==> config.mk <==
export PLATFORM = sky130hd
export DESIGN_NAME = fcs_host
export DESIGN_NICKNAME = d
export VERILOG_FILES = /design/src/fcs_pkg.sv /design/src/fcs_if.sv /design/src/fcs_bus_cycle.sv /design/src/fcs_host.sv
export VERILOG_INCLUDE_DIRS = /design/src /design/src/src
export SDC_FILE = /design/constraint.sdc
export NUM_CORES = 1
export LEC_CHECK = 0
export ABC_AREA = 1
export BUFFER_PORTS_ARGS = -buffer_cell sky130_fd_sc_hd__buf_2
export CAP_MARGIN = 40
export CORE_AREA = 2 2 177 127
export DETAILED_ROUTE_END_ITERATION = 8
export DIE_AREA = 0 0 179 129
export PLACE_DENSITY = 0.74
export SYNTH_ARGS = -nofsm -noshare
export SYNTH_HDL_FRONTEND = slang
export SYNTH_SLANG_ARGS = --single-unit
==> constraint.sdc <==
create_clock -name clk -period 2.7 [get_ports clk]
set_input_delay 0.135 -clock clk [delete_from_list [all_inputs] [get_ports clk]]
set_output_delay 0.135 -clock clk [all_outputs]
set_load 0.02 [all_outputs]
==> src/fcs_consts.svh <==
// Purpose: Timing counts, command words and bit positions for the flash host
// Assumes: 40 MHz clock; word-wide parallel flash with a JEDEC command set
// Notes:   Definitions only
`ifndef FCS_CONSTS_SVH
`define FCS_CONSTS_SVH

// ----------------------------------------------------------------
// Clock and bus timing
// ----------------------------------------------------------------
`define FCS_CLK_NS        25
`define FCS_T_RANDOM_NS   55
`define FCS_T_PAGE_NS     20
`define FCS_T_WE_NS       35
`define FCS_T_RESET_NS    500
// Least times round up to whole cycles
`define FCS_CYC_UP(t)     ((((t) + `FCS_CLK_NS - 1) / `FCS_CLK_NS) < 1 ? 1 : \
                           (((t) + `FCS_CLK_NS - 1) / `FCS_CLK_NS))
`define FCS_RANDOM_CYC    `FCS_CYC_UP(`FCS_T_RANDOM_NS)
`define FCS_PAGE_CYC      `FCS_CYC_UP(`FCS_T_PAGE_NS)
`define FCS_WE_CYC        `FCS_CYC_UP(`FCS_T_WE_NS)
`define FCS_RESET_CYC     `FCS_CYC_UP(`FCS_T_RESET_NS)
`define FCS_SYNC_CYC      3

// ----------------------------------------------------------------
// Array layout and status bits
// ----------------------------------------------------------------
`define FCS_PAGE_BITS     3
`define FCS_BANK_BITS     2
`define FCS_POLL_BIT      7
`define FCS_TOGGLE_BIT    6

// ----------------------------------------------------------------
// Command addresses and data words
// ----------------------------------------------------------------
`define FCS_UNLOCK_A1     12'h555
`define FCS_UNLOCK_A2     12'h2AA
`define FCS_D_UNLOCK1     16'h00AA
`define FCS_D_UNLOCK2     16'h0055
`define FCS_D_PROGRAM     16'h00A0
`define FCS_D_ERASE_SETUP 16'h0080
`define FCS_D_SECTOR_ERS  16'h0030
`define FCS_D_SUSPEND     16'h00B0
`define FCS_D_RESUME      16'h0030
`define FCS_D_RESET       16'h00F0
`define FCS_D_BYPASS      16'h0020
`define FCS_D_OTP_ENTER   16'h0088
`define FCS_D_EXIT1       16'h0090
`define FCS_D_EXIT2       16'h0000

`endif

==> src/fcs_pkg.sv <==
// Purpose: Types shared by the flash host modules
// Assumes: Nothing beyond the consts header
// Notes:   One-hot state codes
package fcs_pkg;
   typedef enum logic [3:0] {
      FCS_OP_READ         = 4'h0,
      FCS_OP_PROGRAM      = 4'h1,
      FCS_OP_ERASE        = 4'h2,
      FCS_OP_SUSPEND      = 4'h3,
      FCS_OP_RESUME       = 4'h4,
      FCS_OP_RESET        = 4'h5,
      FCS_OP_BYPASS_ENTER = 4'h6,
      FCS_OP_BYPASS_EXIT  = 4'h7,
      FCS_OP_OTP_ENTER    = 4'h8,
      FCS_OP_OTP_EXIT     = 4'h9
   } fcs_op_e;

   typedef enum logic [4:0] {
      H_IDLE   = 5'b00001,
      H_WRITE  = 5'b00010,
      H_READ   = 5'b00100,
      H_POLL   = 5'b01000,
      H_RSTPIN = 5'b10000
   } fcs_host_state_e;

   typedef enum logic [5:0] {
      B_IDLE   = 6'b000001,
      B_WSET   = 6'b000010,
      B_WPULSE = 6'b000100,
      B_WHOLD  = 6'b001000,
      B_RACC   = 6'b010000,
      B_RSYNC  = 6'b100000
   } fcs_bus_state_e;
endpackage : fcs_pkg

==> src/fcs_if.sv <==
// Purpose: Cycle request carrier between sequencer and pin cycle engine
// Assumes: Single clock domain
// Notes:   req is a level held until done
`timescale 1ns/1ps
`default_nettype none
interface fcs_if #(parameter int ADDR_W = 23);
   logic              req;
   logic              we;
   logic [ADDR_W-1:0] addr;
   logic [15:0]       wdata;
   logic              standby;
   logic              done;
   logic [15:0]       rdata;

   modport seq (output req, we, addr, wdata, standby, input done, rdata);
   modport cyc (input req, we, addr, wdata, standby, output done, rdata);
endinterface : fcs_if
`default_nettype wire

==> src/fcs_bus_cycle.sv <==
// Purpose: Runs single read and write cycles on the flash pins
// Assumes: Device samples address and data on the rising write strobe
// Notes:   Chip select stays low between cycles so an open page survives
`timescale 1ns/1ps
`default_nettype none
`include "fcs_consts.svh"
module fcs_bus_cycle
   import fcs_pkg::*;
#(
   parameter int ADDR_W = 23
)(
   input  wire logic              clk,
   input  wire logic              reset,
   fcs_if.cyc                     bus,
   output logic [ADDR_W-1:0]      flash_addr,
   output logic [15:0]            flash_dq_o,
   output logic                   flash_dq_oe,
   input  wire logic [15:0]       flash_dq_i,
   output logic                   flash_ce_n,
   output logic                   flash_oe_n,
   output logic                   flash_we_n
);
   localparam int PW = ADDR_W - `FCS_PAGE_BITS;

   fcs_bus_state_e    st_q;
   logic [7:0]        cnt_q;
   logic [PW-1:0]     tag_q;
   logic              page_open_q;
   logic [15:0]       s1_q, s2_q, s3_q;
   logic [15:0]       rdata_q;
   logic [ADDR_W-1:0] addr_q;
   logic [15:0]       dq_q;
   logic              dq_oe_q, ce_n_q, oe_n_q, we_n_q;

   wire  page_hit = page_open_q &&
                    (bus.addr[ADDR_W-1:`FCS_PAGE_BITS] == tag_q);
   wire  cnt_zero = (cnt_q == 8'h00);
   wire  sync_ok  = cnt_zero && (s2_q == s3_q);

   // ----------------------------------------------------------------
   // Data input synchroniser
   // ----------------------------------------------------------------
   always_ff @(posedge clk) begin
      s1_q <= flash_dq_i;
      s2_q <= s1_q;
      s3_q <= s2_q;
   end

   // ----------------------------------------------------------------
   // Cycle sequencer
   // ----------------------------------------------------------------
   always_ff @(posedge clk) begin
      if (reset) begin
         st_q        <= B_IDLE;
         cnt_q       <= 8'h00;
         page_open_q <= 1'b0;
         tag_q       <= '0;
         addr_q      <= '0;
         dq_q        <= 16'h0000;
         dq_oe_q     <= 1'b0;
         ce_n_q      <= 1'b1;
         oe_n_q      <= 1'b1;
         we_n_q      <= 1'b1;
         rdata_q     <= 16'h0000;
      end else begin
         unique case (st_q)
            B_IDLE: begin
               // Address is held while idle so the device can doze
               ce_n_q <= bus.standby;
               if (bus.standby)
                  page_open_q <= 1'b0;
               if (bus.req && !bus.standby) begin
                  addr_q <= bus.addr;
                  ce_n_q <= 1'b0;
                  if (bus.we) begin
                     dq_q        <= bus.wdata;
                     dq_oe_q     <= 1'b1;
                     page_open_q <= 1'b0;
                     st_q        <= B_WSET;
                  end else begin
                     oe_n_q <= 1'b0;
                     cnt_q  <= page_hit ? 8'(`FCS_PAGE_CYC - 1)
                                        : 8'(`FCS_RANDOM_CYC - 1);
                     st_q   <= B_RACC;
                  end
               end
            end
            B_WSET: begin
               we_n_q <= 1'b0;
               cnt_q  <= 8'(`FCS_WE_CYC - 1);
               st_q   <= B_WPULSE;
            end
            B_WPULSE: begin
               if (cnt_zero) begin
                  we_n_q <= 1'b1;
                  st_q   <= B_WHOLD;
               end else
                  cnt_q <= cnt_q - 8'h01;
            end
            B_WHOLD: begin
               dq_oe_q <= 1'b0;
               st_q    <= B_IDLE;
            end
            B_RACC: begin
               if (cnt_zero) begin
                  cnt_q <= 8'(`FCS_SYNC_CYC - 1);
                  st_q  <= B_RSYNC;
               end else
                  cnt_q <= cnt_q - 8'h01;
            end
            B_RSYNC: begin
               if (!cnt_zero)
                  cnt_q <= cnt_q - 8'h01;
               else if (sync_ok) begin
                  rdata_q     <= s3_q;
                  oe_n_q      <= 1'b1;
                  tag_q       <= addr_q[ADDR_W-1:`FCS_PAGE_BITS];
                  page_open_q <= 1'b1;
                  st_q        <= B_IDLE;
               end
            end
         endcase
      end
   end

   assign bus.done    = (st_q == B_WHOLD) || ((st_q == B_RSYNC) && sync_ok);
   assign bus.rdata   = (st_q == B_RSYNC) ? s3_q : rdata_q;
   assign flash_addr  = addr_q;
   assign flash_dq_o  = dq_q;
   assign flash_dq_oe = dq_oe_q;
   assign flash_ce_n  = ce_n_q;
   assign flash_oe_n  = oe_n_q;
   assign flash_we_n  = we_n_q;
endmodule : fcs_bus_cycle
`default_nettype wire

==> src/fcs_host.sv <==
// Purpose: Host controller that drives a parallel NOR flash by its pins
// Assumes: Device keeps its own command state machine and protection
// Notes:   Program and erase run in the background; status is polled
//
// How it works
// - Every command but read goes out as plain write strobe cycles.
// - Bypass programming takes two writes, normal programming four.
// - The secured region is reached by its entry and exit sequences.
// - A standby request lifts chip select while idle.
`timescale 1ns/1ps
`default_nettype none
`include "fcs_consts.svh"
module fcs_host
   import fcs_pkg::*;
#(
   parameter int ADDR_W = 23
)(
   input  wire logic              clk,
   input  wire logic              reset,
   input  wire logic              cmd_valid,
   output logic                   cmd_ready,
   input  wire logic [3:0]        cmd_op,
   input  wire logic [ADDR_W-1:0] cmd_addr,
   input  wire logic [15:0]       cmd_data,
   output logic                   rsp_valid,
   output logic                   rsp_err,
   output logic [15:0]            rsp_data,
   output logic                   op_done,
   output logic                   busy,
   output logic                   suspended,
   output logic                   bypass_mode,
   output logic                   otp_mode,
   input  wire logic              standby_req,
   input  wire logic              hw_reset_req,
   input  wire logic              supply_ok,
   input  wire logic              ready_busy_output,
   output logic [ADDR_W-1:0]      flash_addr,
   output logic [15:0]            flash_dq_o,
   output logic                   flash_dq_oe,
   input  wire logic [15:0]       flash_dq_i,
   output logic                   flash_ce_n,
   output logic                   flash_oe_n,
   output logic                   flash_we_n,
   output logic                   flash_reset_n
);
   localparam int BB = `FCS_BANK_BITS;

   fcs_if #(.ADDR_W(ADDR_W)) bif ();

   fcs_host_state_e   state_q;
   fcs_op_e           op_q;
   logic [ADDR_W-1:0] addr_q, busy_addr_q;
   logic [15:0]       data_q, rsp_data_q;
   logic [2:0]        step_q;
   logic [7:0]        rst_cnt_q;
   logic              busy_q, susp_q, nested_q, bypass_q, otp_q;
   logic              tog_q, tog_seen_q;
   logic              rsp_valid_q, rsp_err_q, op_done_q;
   logic [1:0]        in_raw, in_clean;

   // ----------------------------------------------------------------
   // Command sequence tables
   // ----------------------------------------------------------------
   function automatic logic [2:0] seq_len(fcs_op_e op, logic byp);
      unique case (op)
         FCS_OP_PROGRAM:      seq_len = byp ? 3'd2 : 3'd4;
         FCS_OP_ERASE:        seq_len = 3'd6;
         FCS_OP_BYPASS_ENTER: seq_len = 3'd3;
         FCS_OP_OTP_ENTER:    seq_len = 3'd3;
         FCS_OP_BYPASS_EXIT:  seq_len = 3'd2;
         FCS_OP_OTP_EXIT:     seq_len = 3'd4;
         default:             seq_len = 3'd1;
      endcase
   endfunction : seq_len

   function automatic logic [ADDR_W+15:0] seq_word(
      fcs_op_e op, logic [2:0] step, logic byp,
      logic [ADDR_W-1:0] a, logic [15:0] d);
      logic [ADDR_W-1:0] u1;
      logic [ADDR_W-1:0] u2;
      logic              unlock;
      u1 = {{(ADDR_W-12){1'b0}}, `FCS_UNLOCK_A1};
      u2 = {{(ADDR_W-12){1'b0}}, `FCS_UNLOCK_A2};
      unlock = !(op == FCS_OP_PROGRAM && byp) && seq_len(op, byp) > 3'd2;
      seq_word = {a, d};
      if (unlock && step == 3'd0)
         seq_word = {u1, `FCS_D_UNLOCK1};
      else if (unlock && step == 3'd1)
         seq_word = {u2, `FCS_D_UNLOCK2};
      else
         unique case (op)
            FCS_OP_PROGRAM:
               if (step == (byp ? 3'd0 : 3'd2))
                  seq_word = {u1, `FCS_D_PROGRAM};
            FCS_OP_ERASE:
               if (step == 3'd2)
                  seq_word = {u1, `FCS_D_ERASE_SETUP};
               else if (step == 3'd3)
                  seq_word = {u1, `FCS_D_UNLOCK1};
               else if (step == 3'd4)
                  seq_word = {u2, `FCS_D_UNLOCK2};
               else
                  seq_word = {a, `FCS_D_SECTOR_ERS};
            FCS_OP_SUSPEND:      seq_word = {a, `FCS_D_SUSPEND};
            FCS_OP_RESUME:       seq_word = {a, `FCS_D_RESUME};
            FCS_OP_RESET:        seq_word = {a, `FCS_D_RESET};
            FCS_OP_BYPASS_ENTER: seq_word = {u1, `FCS_D_BYPASS};
            FCS_OP_OTP_ENTER:    seq_word = {u1, `FCS_D_OTP_ENTER};
            FCS_OP_BYPASS_EXIT,
            FCS_OP_OTP_EXIT:
               seq_word = (step == seq_len(op, byp) - 3'd1) ?
                          {a, `FCS_D_EXIT2} :
                          ((step == 3'd2 || op == FCS_OP_BYPASS_EXIT) ?
                           {(op == FCS_OP_OTP_EXIT ? u1 : a), `FCS_D_EXIT1} :
                           {a, d});
            default:             seq_word = {a, d};
         endcase
   endfunction : seq_word

   // ----------------------------------------------------------------
   // Pin input synchronisers
   // ----------------------------------------------------------------
   assign in_raw = {supply_ok, ready_busy_output};
   genvar g;
   for (g = 0; g < 2; g++) begin : g_sync
      logic [2:0] sh_q;
      logic       cln_q;
      always_ff @(posedge clk) begin
         if (reset) begin
            sh_q  <= 3'h0;
            cln_q <= 1'b0;
         end else begin
            sh_q <= {sh_q[1:0], in_raw[g]};
            if (sh_q[1] == sh_q[2])
               cln_q <= sh_q[2];
         end
      end
      assign in_clean[g] = cln_q;
   end
   wire supply_good = in_clean[1];
   wire rb_ready    = in_clean[0];

   // ----------------------------------------------------------------
   // Decode and acceptance
   // ----------------------------------------------------------------
   fcs_op_e cmd_e;
   assign cmd_e = fcs_op_e'(cmd_op);
   wire is_pe      = (cmd_e == FCS_OP_PROGRAM) || (cmd_e == FCS_OP_ERASE);
   wire bank_hit   = cmd_addr[ADDR_W-1 -: BB] == busy_addr_q[ADDR_W-1 -: BB];
   wire refuse     = !supply_good
                   || (is_pe && busy_q && !susp_q && bank_hit)
                   || (is_pe && nested_q)
                   || (cmd_e == FCS_OP_ERASE && susp_q)
                   || (cmd_e == FCS_OP_SUSPEND && (!busy_q || susp_q))
                   || (cmd_e == FCS_OP_RESUME && !susp_q)
                   || (cmd_op > 4'h9);
   wire idle       = (state_q == H_IDLE);
   wire take       = idle && cmd_valid && !hw_reset_req;
   wire poll_due   = busy_q && (!susp_q || nested_q);
   wire poll_go    = idle && !cmd_valid && !hw_reset_req && poll_due;
   wire [ADDR_W+15:0] wr_word = seq_word(op_q, step_q, bypass_q, addr_q,
                                         data_q);
   wire last_step  = step_q == seq_len(op_q, bypass_q) - 3'd1;
   wire wr_end     = (state_q == H_WRITE) && bif.done && last_step;
   wire poll_end   = (state_q == H_POLL) && bif.done;
   wire tog_now    = bif.rdata[`FCS_TOGGLE_BIT];
   wire settled    = tog_seen_q && (tog_now == tog_q) && rb_ready;

   assign bif.req     = (state_q == H_WRITE) || (state_q == H_READ) ||
                        (state_q == H_POLL);
   assign bif.we      = (state_q == H_WRITE);
   assign bif.addr    = (state_q == H_POLL) ? busy_addr_q :
                        (state_q == H_READ) ? addr_q : wr_word[ADDR_W+15:16];
   assign bif.wdata   = wr_word[15:0];
   assign bif.standby = standby_req && idle && !cmd_valid;

   // ----------------------------------------------------------------
   // Sequencer
   // ----------------------------------------------------------------
   always_ff @(posedge clk) begin
      if (reset) begin
         state_q   <= H_IDLE;
         op_q      <= FCS_OP_READ;
         addr_q    <= '0;
         data_q    <= 16'h0000;
         step_q    <= 3'd0;
         rst_cnt_q <= 8'h00;
      end else begin
         unique case (state_q)
            H_IDLE: begin
               if (hw_reset_req) begin
                  state_q   <= H_RSTPIN;
                  rst_cnt_q <= 8'(`FCS_RESET_CYC - 1);
               end else if (take && !refuse) begin
                  op_q    <= cmd_e;
                  addr_q  <= cmd_addr;
                  data_q  <= cmd_data;
                  step_q  <= 3'd0;
                  state_q <= (cmd_e == FCS_OP_READ) ? H_READ : H_WRITE;
               end else if (poll_go)
                  state_q <= H_POLL;
            end
            H_WRITE: begin
               if (bif.done) begin
                  step_q <= step_q + 3'd1;
                  if (last_step)
                     state_q <= H_IDLE;
               end
            end
            H_READ, H_POLL: begin
               if (bif.done)
                  state_q <= H_IDLE;
            end
            H_RSTPIN: begin
               if (rst_cnt_q == 8'h00)
                  state_q <= H_IDLE;
               else
                  rst_cnt_q <= rst_cnt_q - 8'h01;
            end
         endcase
      end
   end

   // ----------------------------------------------------------------
   // Device mode tracking
   // ----------------------------------------------------------------
   always_ff @(posedge clk) begin
      if (reset || state_q == H_RSTPIN) begin
         busy_q      <= 1'b0;
         busy_addr_q <= '0;
         susp_q      <= 1'b0;
         nested_q    <= 1'b0;
         bypass_q    <= 1'b0;
         otp_q       <= 1'b0;
         tog_q       <= 1'b0;
         tog_seen_q  <= 1'b0;
      end else if (wr_end) begin
         unique case (op_q)
            FCS_OP_PROGRAM, FCS_OP_ERASE: begin
               tog_seen_q <= 1'b0;
               if (susp_q)
                  nested_q <= 1'b1;
               else begin
                  busy_q      <= 1'b1;
                  busy_addr_q <= addr_q;
               end
            end
            FCS_OP_SUSPEND:      susp_q <= 1'b1;
            FCS_OP_RESUME: begin
               susp_q     <= 1'b0;
               tog_seen_q <= 1'b0;
            end
            FCS_OP_BYPASS_ENTER: bypass_q <= 1'b1;
            FCS_OP_BYPASS_EXIT:  bypass_q <= 1'b0;
            FCS_OP_OTP_ENTER:    otp_q <= 1'b1;
            FCS_OP_OTP_EXIT:     otp_q <= 1'b0;
            default:             tog_seen_q <= tog_seen_q;
         endcase
      end else if (poll_end) begin
         if (settled) begin
            tog_seen_q <= 1'b0;
            if (nested_q)
               nested_q <= 1'b0;
            else
               busy_q <= 1'b0;
         end else begin
            tog_q      <= tog_now;
            tog_seen_q <= 1'b1;
         end
      end
   end

   // ----------------------------------------------------------------
   // Answers
   // ----------------------------------------------------------------
   always_ff @(posedge clk) begin
      if (reset) begin
         rsp_valid_q <= 1'b0;
         rsp_err_q   <= 1'b0;
         rsp_data_q  <= 16'h0000;
         op_done_q   <= 1'b0;
      end else begin
         rsp_valid_q <= (take && refuse) || wr_end ||
                        ((state_q == H_READ) && bif.done);
         rsp_err_q   <= take && refuse;
         op_done_q   <= poll_end && settled;
         if ((state_q == H_READ) && bif.done)
            rsp_data_q <= bif.rdata;
      end
   end

   fcs_bus_cycle #(.ADDR_W(ADDR_W)) u_cyc (
      .clk         (clk),
      .reset       (reset),
      .bus         (bif),
      .flash_addr  (flash_addr),
      .flash_dq_o  (flash_dq_o),
      .flash_dq_oe (flash_dq_oe),
      .flash_dq_i  (flash_dq_i),
      .flash_ce_n  (flash_ce_n),
      .flash_oe_n  (flash_oe_n),
      .flash_we_n  (flash_we_n)
   );

   assign cmd_ready     = idle && !hw_reset_req;
   assign rsp_valid     = rsp_valid_q;
   assign rsp_err       = rsp_err_q;
   assign rsp_data      = rsp_data_q;
   assign op_done       = op_done_q;
   assign busy          = busy_q;
   assign suspended     = susp_q;
   assign bypass_mode   = bypass_q;
   assign otp_mode      = otp_q;
   // Slow reset pulse keeps the device out of any half-written sequence
   assign flash_reset_n = (state_q != H_RSTPIN);
endmodule : fcs_host
`default_nettype wire

Yosys cells after proc, flatten, opt, wreduce, memory -nomap -nowiden
Index checks and enable logic that the tools add are counted.

Bitwise operators: 4. Reductions and logical operators: 99. Eq/ne operators: 60. $lt $le $gt $ge: 2. Mux-type cells: 81. $add $sub $neg: 5.

Operators by type and width (count): 39-bit 2-to-1 mux (8); 39-bit one-hot mux with 8 select lines (1); 23-bit 2-to-1 mux (3); 8-bit 2-to-1 mux (6); 5-bit 2-to-1 mux (8); 6-bit one-hot mux with 6 select lines (1); 1-bit logical AND (33); 8-bit one-hot mux with 4 select lines (1); 6-bit 2-to-1 mux (5); 1-bit 2-to-1 mux (26); 3-bit 2-to-1 mux (8); 3-bit AND reduction (8); 2-bit != test (second input constant) (11); 20-bit equality test (1); 4-bit by 3-bit equality test with 1-bit output (second input constant) (5); 2-bit by 1-bit != test with 1-bit output (second input constant) (10); 5-bit one-hot mux with 4 select lines (1); 5-bit AND reduction (4); 2-bit nonzero test (10); 16-bit equality test (1); 4-bit by 2-bit equality test with 1-bit output (second input constant) (4); 8-bit logical NOT (2); 1-bit logical OR (16); 16-bit 2-to-1 mux (1); other kinds (41) (77).

Input bits: 66. Register bits: 258.

Depth between registers and ports, before layout
Word-level depth: 22. Depth in mapped cells: 28.

Hierarchy
A second synthesis with hierarchy kept.

Cells, all modules: 1623. Area, all modules: 11735.0 µm².

By module, submodules not included: fcs_host (cells each 930, instances 1, area each 6180.9 µm²); fcs_bus_cycle (cells each 693, instances 1, area each 5554.1 µm²).

Worst setup path before layout
OpenSTA, ideal clock, no wires.

Kind: reg2reg. Start: register op_q[3]. End: register u_cyc.cnt_q[1]. Setup slack: -0.259 ns. Arrival time: 2.840 ns. Path buffers: 1. Clock period less this slack: 2.959 ns. Stages on the path, launching flop included: 24. Path through: dfxtp_1 > inv_1 > nand2_1 > nor2_2 > nor4_1 > inv_1 > ha_1 > xnor2_1 > nand3_4 > nand3_2 > nand2_2 > nand3_2 > nand2_2 > nand2_4 > buf_8 > nand2_2 > nand2_1 > nand3_1 > nor2_1 > nand2_1 > nor2_1 > nand3_1 > nand2_1 > a21oi_1.

Word-level cells in the longest chain between the ends: 20. Elaborated cells between the ends (all ways): 38. Classes of those cells: 1 x add/sub; 1 x order compare; 11 x eq/ne; 16 x mux; 9 x reduce/logical.

RTL lines: from (decl) (line fcs_host.sv:51) `fcs_op_e op_q;`; from (signal assigned) (line fcs_host.sv:195) `op_q <= cmd_e;`; 4-bit equality test or 4-bit by 3-bit equality test with 1-bit output (tied branches) (line fcs_host.sv:65, fcs_host.sv:91); 2-bit OR reduction (no line); 3-bit one-hot mux with 5 select lines (line fcs_host.sv:65) `unique case (op)`; 3-bit 2-to-1 mux (line fcs_host.sv:91) `unique case (op)`; 3-bit 2-to-1 mux (line fcs_host.sv:88) `else if (unlock && step == 3'd1)`; 3-bit 2-to-1 mux (line fcs_host.sv:86) `if (unlock && step == 3'd0)`; 3-bit by 1-bit subtractor with 3-bit output (line fcs_host.sv:111) `seq_word = (step == seq_len(op, byp) - 3'd1) ?`; 3-bit equality test (line fcs_host.sv:111); [4 not listed]; 23-bit 2-to-1 mux * (line fcs_host.sv:173) `(state_q == H_READ) ? addr_q : wr_word[ADDR_W+15:16];`; 23-bit 2-to-1 mux * (line fcs_host.sv:172) `assign bif.addr = (state_q == H_POLL) ? busy_addr_q :`; 20-bit equality test * (line fcs_bus_cycle.sv:36) `` (bus.addr[ADDR_W-1:`FCS_PAGE_BITS] == tag_q); ``; 1-bit logical AND * (line fcs_bus_cycle.sv:35) `wire page_hit = page_open_q &&`; 2-bit 2-to-1 mux * (line fcs_bus_cycle.sv:82) `` cnt_q <= page_hit ? 8'(`FCS_PAGE_CYC - 1) ``; 8-bit 2-to-1 mux * (line fcs_bus_cycle.sv:75) `if (bus.we) begin`; 8-bit 2-to-1 mux * (line fcs_bus_cycle.sv:72) `if (bus.req && !bus.standby) begin`; 8-bit one-hot mux with 4 select lines * (line fcs_bus_cycle.sv:66) `unique case (st_q)`; to (signal assigned) (line fcs_bus_cycle.sv:82); to (signal assigned) (line fcs_bus_cycle.sv:90) `` cnt_q <= 8'(`FCS_WE_CYC - 1); ``; to (signal assigned) (line fcs_bus_cycle.sv:98) `cnt_q <= cnt_q - 8'h01;`; to (decl) (line fcs_bus_cycle.sv:26) `logic [7:0] cnt_q;`.

Mark *: on every way between the ends. The rest lies on a longest branch, timed or not. The select of a mux whose other input is x is not followed. A chain may end at the register's enable or synchronous reset.

Worst setup path after layout
Start: register op_q[0]. End: register u_cyc.cnt_q[1].

The elaborated chain is that of the path after synthesis.

==> impl_results.md <==
* Synthesized netlist net count at roughly 1.5k
* Diodes inserted at 0
* Post-route antenna net violation count at 0
* Starting Density at approximately half
* Post-synthesis sequential area ratio at a little under half
* Slew Viols, Final at 0
* Height of the chip at approximately 130 µm
* Launch point of the worst reg-to-reg path: op_q[0]
* Post-DP HPWL at between 20 and 25 mm
* Post-synth top area share at 47.24%
* Clock transition at path regs at about 0.07 ns
* Reg2reg end: u_cyc.cnt_q[1]
* Proportion of layout cells with a drive suffix above 1 at about 30%
* Core Rows at 45
* Peak clock frequency supported by timing at between 0.3 and 0.4 GHz
* Critical path launch point type: flop
* Yosys reg bits at between 200 and 300
* Clk_skew at around 0.015 ns
* Clock tree from TritonCTS: yes
* Area occupied by registers at roughly 0.0052 mm²
* Placeable core region at approximately 0.021 mm²
* Initial antenna violation count at 0
* Ys async rst share at 0%
* Port-buffer cells at roughly 130
* Min-delay worst type: in2reg
* H-tree lvl count at 1
* Kind of end point of the critical path: flop
* Warning count from the yosys run at 0
* Final hold violation count at 0
* Worst hold endpoint: u_cyc.flash_ce_n
* Post-route core utilization at 72.47%
* Arrival time of the worst setup path at between 3 and 4 ns
* Number of clock sinks at approximately 260
* Result of the run: complete, but fails checks
* Count of flip-flops with a built-in enable after synthesis at 0
* Library cell with the highest instance count after synthesis: sky130_fd_sc_hd__nand2_1
* Req. time, crit path at between 3 and 4 ns
* Gr ovfl total at 0
* Crit path max-delay cell type: sky130_fd_sc_hd__dfxtp_4
* Worst Hold Path Cells at 4
* CP Cell Sequence: nand2_1, nor2_4, nor4_4, ha_2, nand2_1, nand2_1, nand4_1, nand2_2, nand3_4, nand3_4, nand2_4, nand3_4, nand2_8, nand2_8, nand3_1, nand2_2, nand2_2, nor2_2, nand2_1, nor2_2, nand3_1, nand2_1, a21oi_1
* Unrepaired setup endpoints after global routing: yes
* Netlist area before placement at ~0.011 mm²
* Die area at around 0.023 mm²
* Worst-case setup margin in the final layout at -0.3597 ns
* Static leakage at 6.560 nW
* Final Net Count at 1,869
* Tightest Pin Transition at roughly 1.1 ns
* Non-Filler Instances at ~2.1k
* Via density at about 5.5
* CP startpoint: op_q[0]
* Synthesized area divided by synthesized cell count at 7.458 µm²
* Power density normalized to cell area at between 500 and 600 mW/mm²
* Skew-Pair Late Insertion Delay at roughly 0.55 ns
* Total power draw at approximately 9 mW
* Most frequent cell on the critical path: sky130_fd_sc_hd__nand2_1
* Die outline width at 179 µm
* Worst setup path category: reg2reg
* Worst voltage drop across the vdd grid at 519.7 µV
* Drt drc at 0
* Post-Place Worst Slack at -0.3354 ns
* 1st-pass router iterations at 6
* First DRT Iteration DRCs at approximately 1.2k
* Most used flip-flop cell after synthesis: sky130_fd_sc_hd__dfxtp_1
* Library cell used as clock root buffer: sky130_fd_sc_hd__clkbuf_16
* Pin count of the biggest net entering global routing at 95
* Footprint of the multi-input gates at approximately 0.0056 mm²
* Distinct cell type count of the synthesized netlist at around 50
* Cell types with the highest counts after synthesis: 274 x sky130_fd_sc_hd__nand2_1, 258 x sky130_fd_sc_hd__dfxtp_1, 183 x sky130_fd_sc_hd__inv_1
* Synthesized netlist cell count at 1,466
* Period utilization at 113.3%
* Number of cells in the design after placement at between 1.5k and 2k
* GR Util All Layers at between 20% and 30%
* Violated checks: negative setup slack
* Relative slew margins at ~28%
* Global-route wire length before repair at around 51 mm
* Minimum clock period after layout at 3.060 ns
* # fillers at around 1.5k
* Reported max-cap violation count at 0
* Total number of vias at between 10k and 15k
* Worst reg-to-reg path cell count at 23
* Total of endpoints with negative setup slack in the final report at 29
* Area growth, synth to finish at 41.45%
* Hold Crit Start: cmd_valid
* Number of buffers between clock root and the deepest sink at 3
* Average wire per standard cell at between 15 and 20 µm
* RD Place Congestion at 0.9531
* Largest area contributor in the netlist: sky130_fd_sc_hd__dfxtp_1
* Wire length after detailed routing at 35.61 mm
* Worst setup slack for register-to-register paths at -0.36 ns
* Clock buffers created by TritonCTS at 25
* Vias in the first global route at between 10k and 15k
* Dominant cells by area after synthesis: sky130_fd_sc_hd__dfxtp_1 47%, sky130_fd_sc_hd__nand2_1 9.4%, sky130_fd_sc_hd__o21ai_0 7.7%, sky130_fd_sc_hd__a21oi_1 7.6%, sky130_fd_sc_hd__inv_1 6.3%
* Count of pins on the block boundary at 134
* Delay of the slowest cell on the worst path at approximately 0.37 ns
* Largest fanout of any net on the critical path at 6
## timing repair
| action | 4_1_cts | 5_1_grt |
|---|---|---|
| endpoints found under the hold margin | 64 | 0 |
| pin swaps | 7 | 56 |
| resized for setup | 40 | 246 |
| setup endpoints to repair | 44 | 90 |
| buffers inserted | 32 | 21 |
| cloned | 0 | 8 |
| hold buffers | 64 | 0 |
## metal layers
metal	routed length, µm	track usage (%)	part of all wire [%]	vias to the layer above
li1	-	-	-	5476
met1	15390	38.57	43	5367
met2	16320	45.00	46	528
met3	2955	4.758	8.3	100
met4	937	7.413	2.6	0
met5	0	0	0	-
## final cells by class
class                   count  area share [%]
multi-input cells         961           36.52
flip-flops and latches    258           33.50
repair buffers            355           17.43
inverters                 188           4.741
clock buffers              36           4.571
well taps                 282           2.282
clock inverters             9          0.7120
repair inverters            3          0.2508
## per-stage QoR
step                      cell area (µm²)  hold WS (ns)  setup TNS, ns
after floorplan                     10990        0.1627              0
after global placement              12630        0.2370         -2.315
after detailed placement            12630        0.2386         -5.189
after CTS                           14430       0.03345        -0.3132
after global routing                15460       0.09411         -12.27
final                               15460       0.06801         -3.904
## state kept, by name, indices dropped and copies added, names as in the netlist, 3 cells and up
signal / flops
u_cyc.s2_q: 16
busy_addr_q: 23
rsp_data: 16
u_cyc.rdata_q: 16
u_cyc.tag_q: 20
u_cyc.flash_dq_o: 16
u_cyc.flash_addr: 23
addr_q: 23
u_cyc.cnt_q: 8
u_cyc.st_q: 6
u_cyc.s3_q: 16
u_cyc.s1_q: 16
data_q: 16
step_q: 3
op_q: 4
rst_cnt_q: 8
g_sync.sh_q: 6
state_q: 5
## cell families after synthesis
group	count (synthesis)	share of synthesized area, %
AO/OA/AOI/OAI	398	19.48
XOR/XNOR	14	1.122
adder cells (fa/ha/maj)	11	1.259
buffers and inverters	248	8.709
flip-flops	258	47.24
multiplexers	9	0.8240
AND/OR/NAND/NOR	528	21.37
## worst max-delay path, delay by kind of cell, from the launching register on
family,cells,cell delay [ns]
and+or+nand+nor,21,2.28
DFF,1,0.37
adders and majority gates,1,0.23
AOI/OAI and AO/OA,1,0.05
## power breakdown
group / switching [mW] / internal (mW) / leakage [nW]
Clock: 1.53 / 2.02 / 0.407
Sequential: 0.129 / 3.98 / 2.10
Combinational: 0.761 / 0.531 / 4.05
Total: 2.42 / 6.53 / 6.56
## placed cells by master, fill, tap and decap left out, types with 6 or more instances in the layout
master,netlist,final
sky130_fd_sc_hd__a21oi_1,165,128
sky130_fd_sc_hd__a21oi_2,0,36
sky130_fd_sc_hd__a31oi_1,18,18
sky130_fd_sc_hd__buf_12,0,7
sky130_fd_sc_hd__buf_2,5,133
sky130_fd_sc_hd__buf_4,1,136
sky130_fd_sc_hd__buf_6,0,10
sky130_fd_sc_hd__clkbuf_1,49,7
sky130_fd_sc_hd__clkbuf_16,0,29
sky130_fd_sc_hd__clkinv_2,0,6
sky130_fd_sc_hd__dfxtp_1,258,252
sky130_fd_sc_hd__dlygate4sd3_1,0,64
sky130_fd_sc_hd__ha_1,11,9
sky130_fd_sc_hd__inv_1,183,172
sky130_fd_sc_hd__inv_2,4,9
sky130_fd_sc_hd__mux2i_1,9,9
sky130_fd_sc_hd__nand2_1,274,241
sky130_fd_sc_hd__nand2_2,10,33
sky130_fd_sc_hd__nand2_4,2,10
sky130_fd_sc_hd__nand3_1,54,34
sky130_fd_sc_hd__nand3_2,2,15
sky130_fd_sc_hd__nand3_4,2,9
sky130_fd_sc_hd__nand4_1,19,19
sky130_fd_sc_hd__nor2_1,122,108
sky130_fd_sc_hd__nor2_2,5,10
sky130_fd_sc_hd__nor2_4,5,14
sky130_fd_sc_hd__nor3_1,8,6
sky130_fd_sc_hd__o211ai_1,12,12
sky130_fd_sc_hd__o21a_1,9,9
sky130_fd_sc_hd__o21ai_0,169,121
sky130_fd_sc_hd__o21ai_1,5,14
sky130_fd_sc_hd__o21ai_2,0,37
sky130_fd_sc_hd__or2_2,7,7
sky130_fd_sc_hd__xor2_1,9,9
## worst max-delay path by stage
stage | cells after the start | slack (ns) | to
after global routing | 24 | -0.54 | u_cyc.cnt_q[1]
after global placement | 20 | -0.28 | u_cyc.flash_dq_o[4]
after CTS | 26 | -0.21 | u_cyc.cnt_q[1]
after floorplan | 24 | 0.02 | u_cyc.cnt_q[1]
final | 23 | -0.36 | u_cyc.cnt_q[1]
after detailed placement | 25 | -0.34 | u_cyc.cnt_q[1]
(Power assumes the default switching activity.)
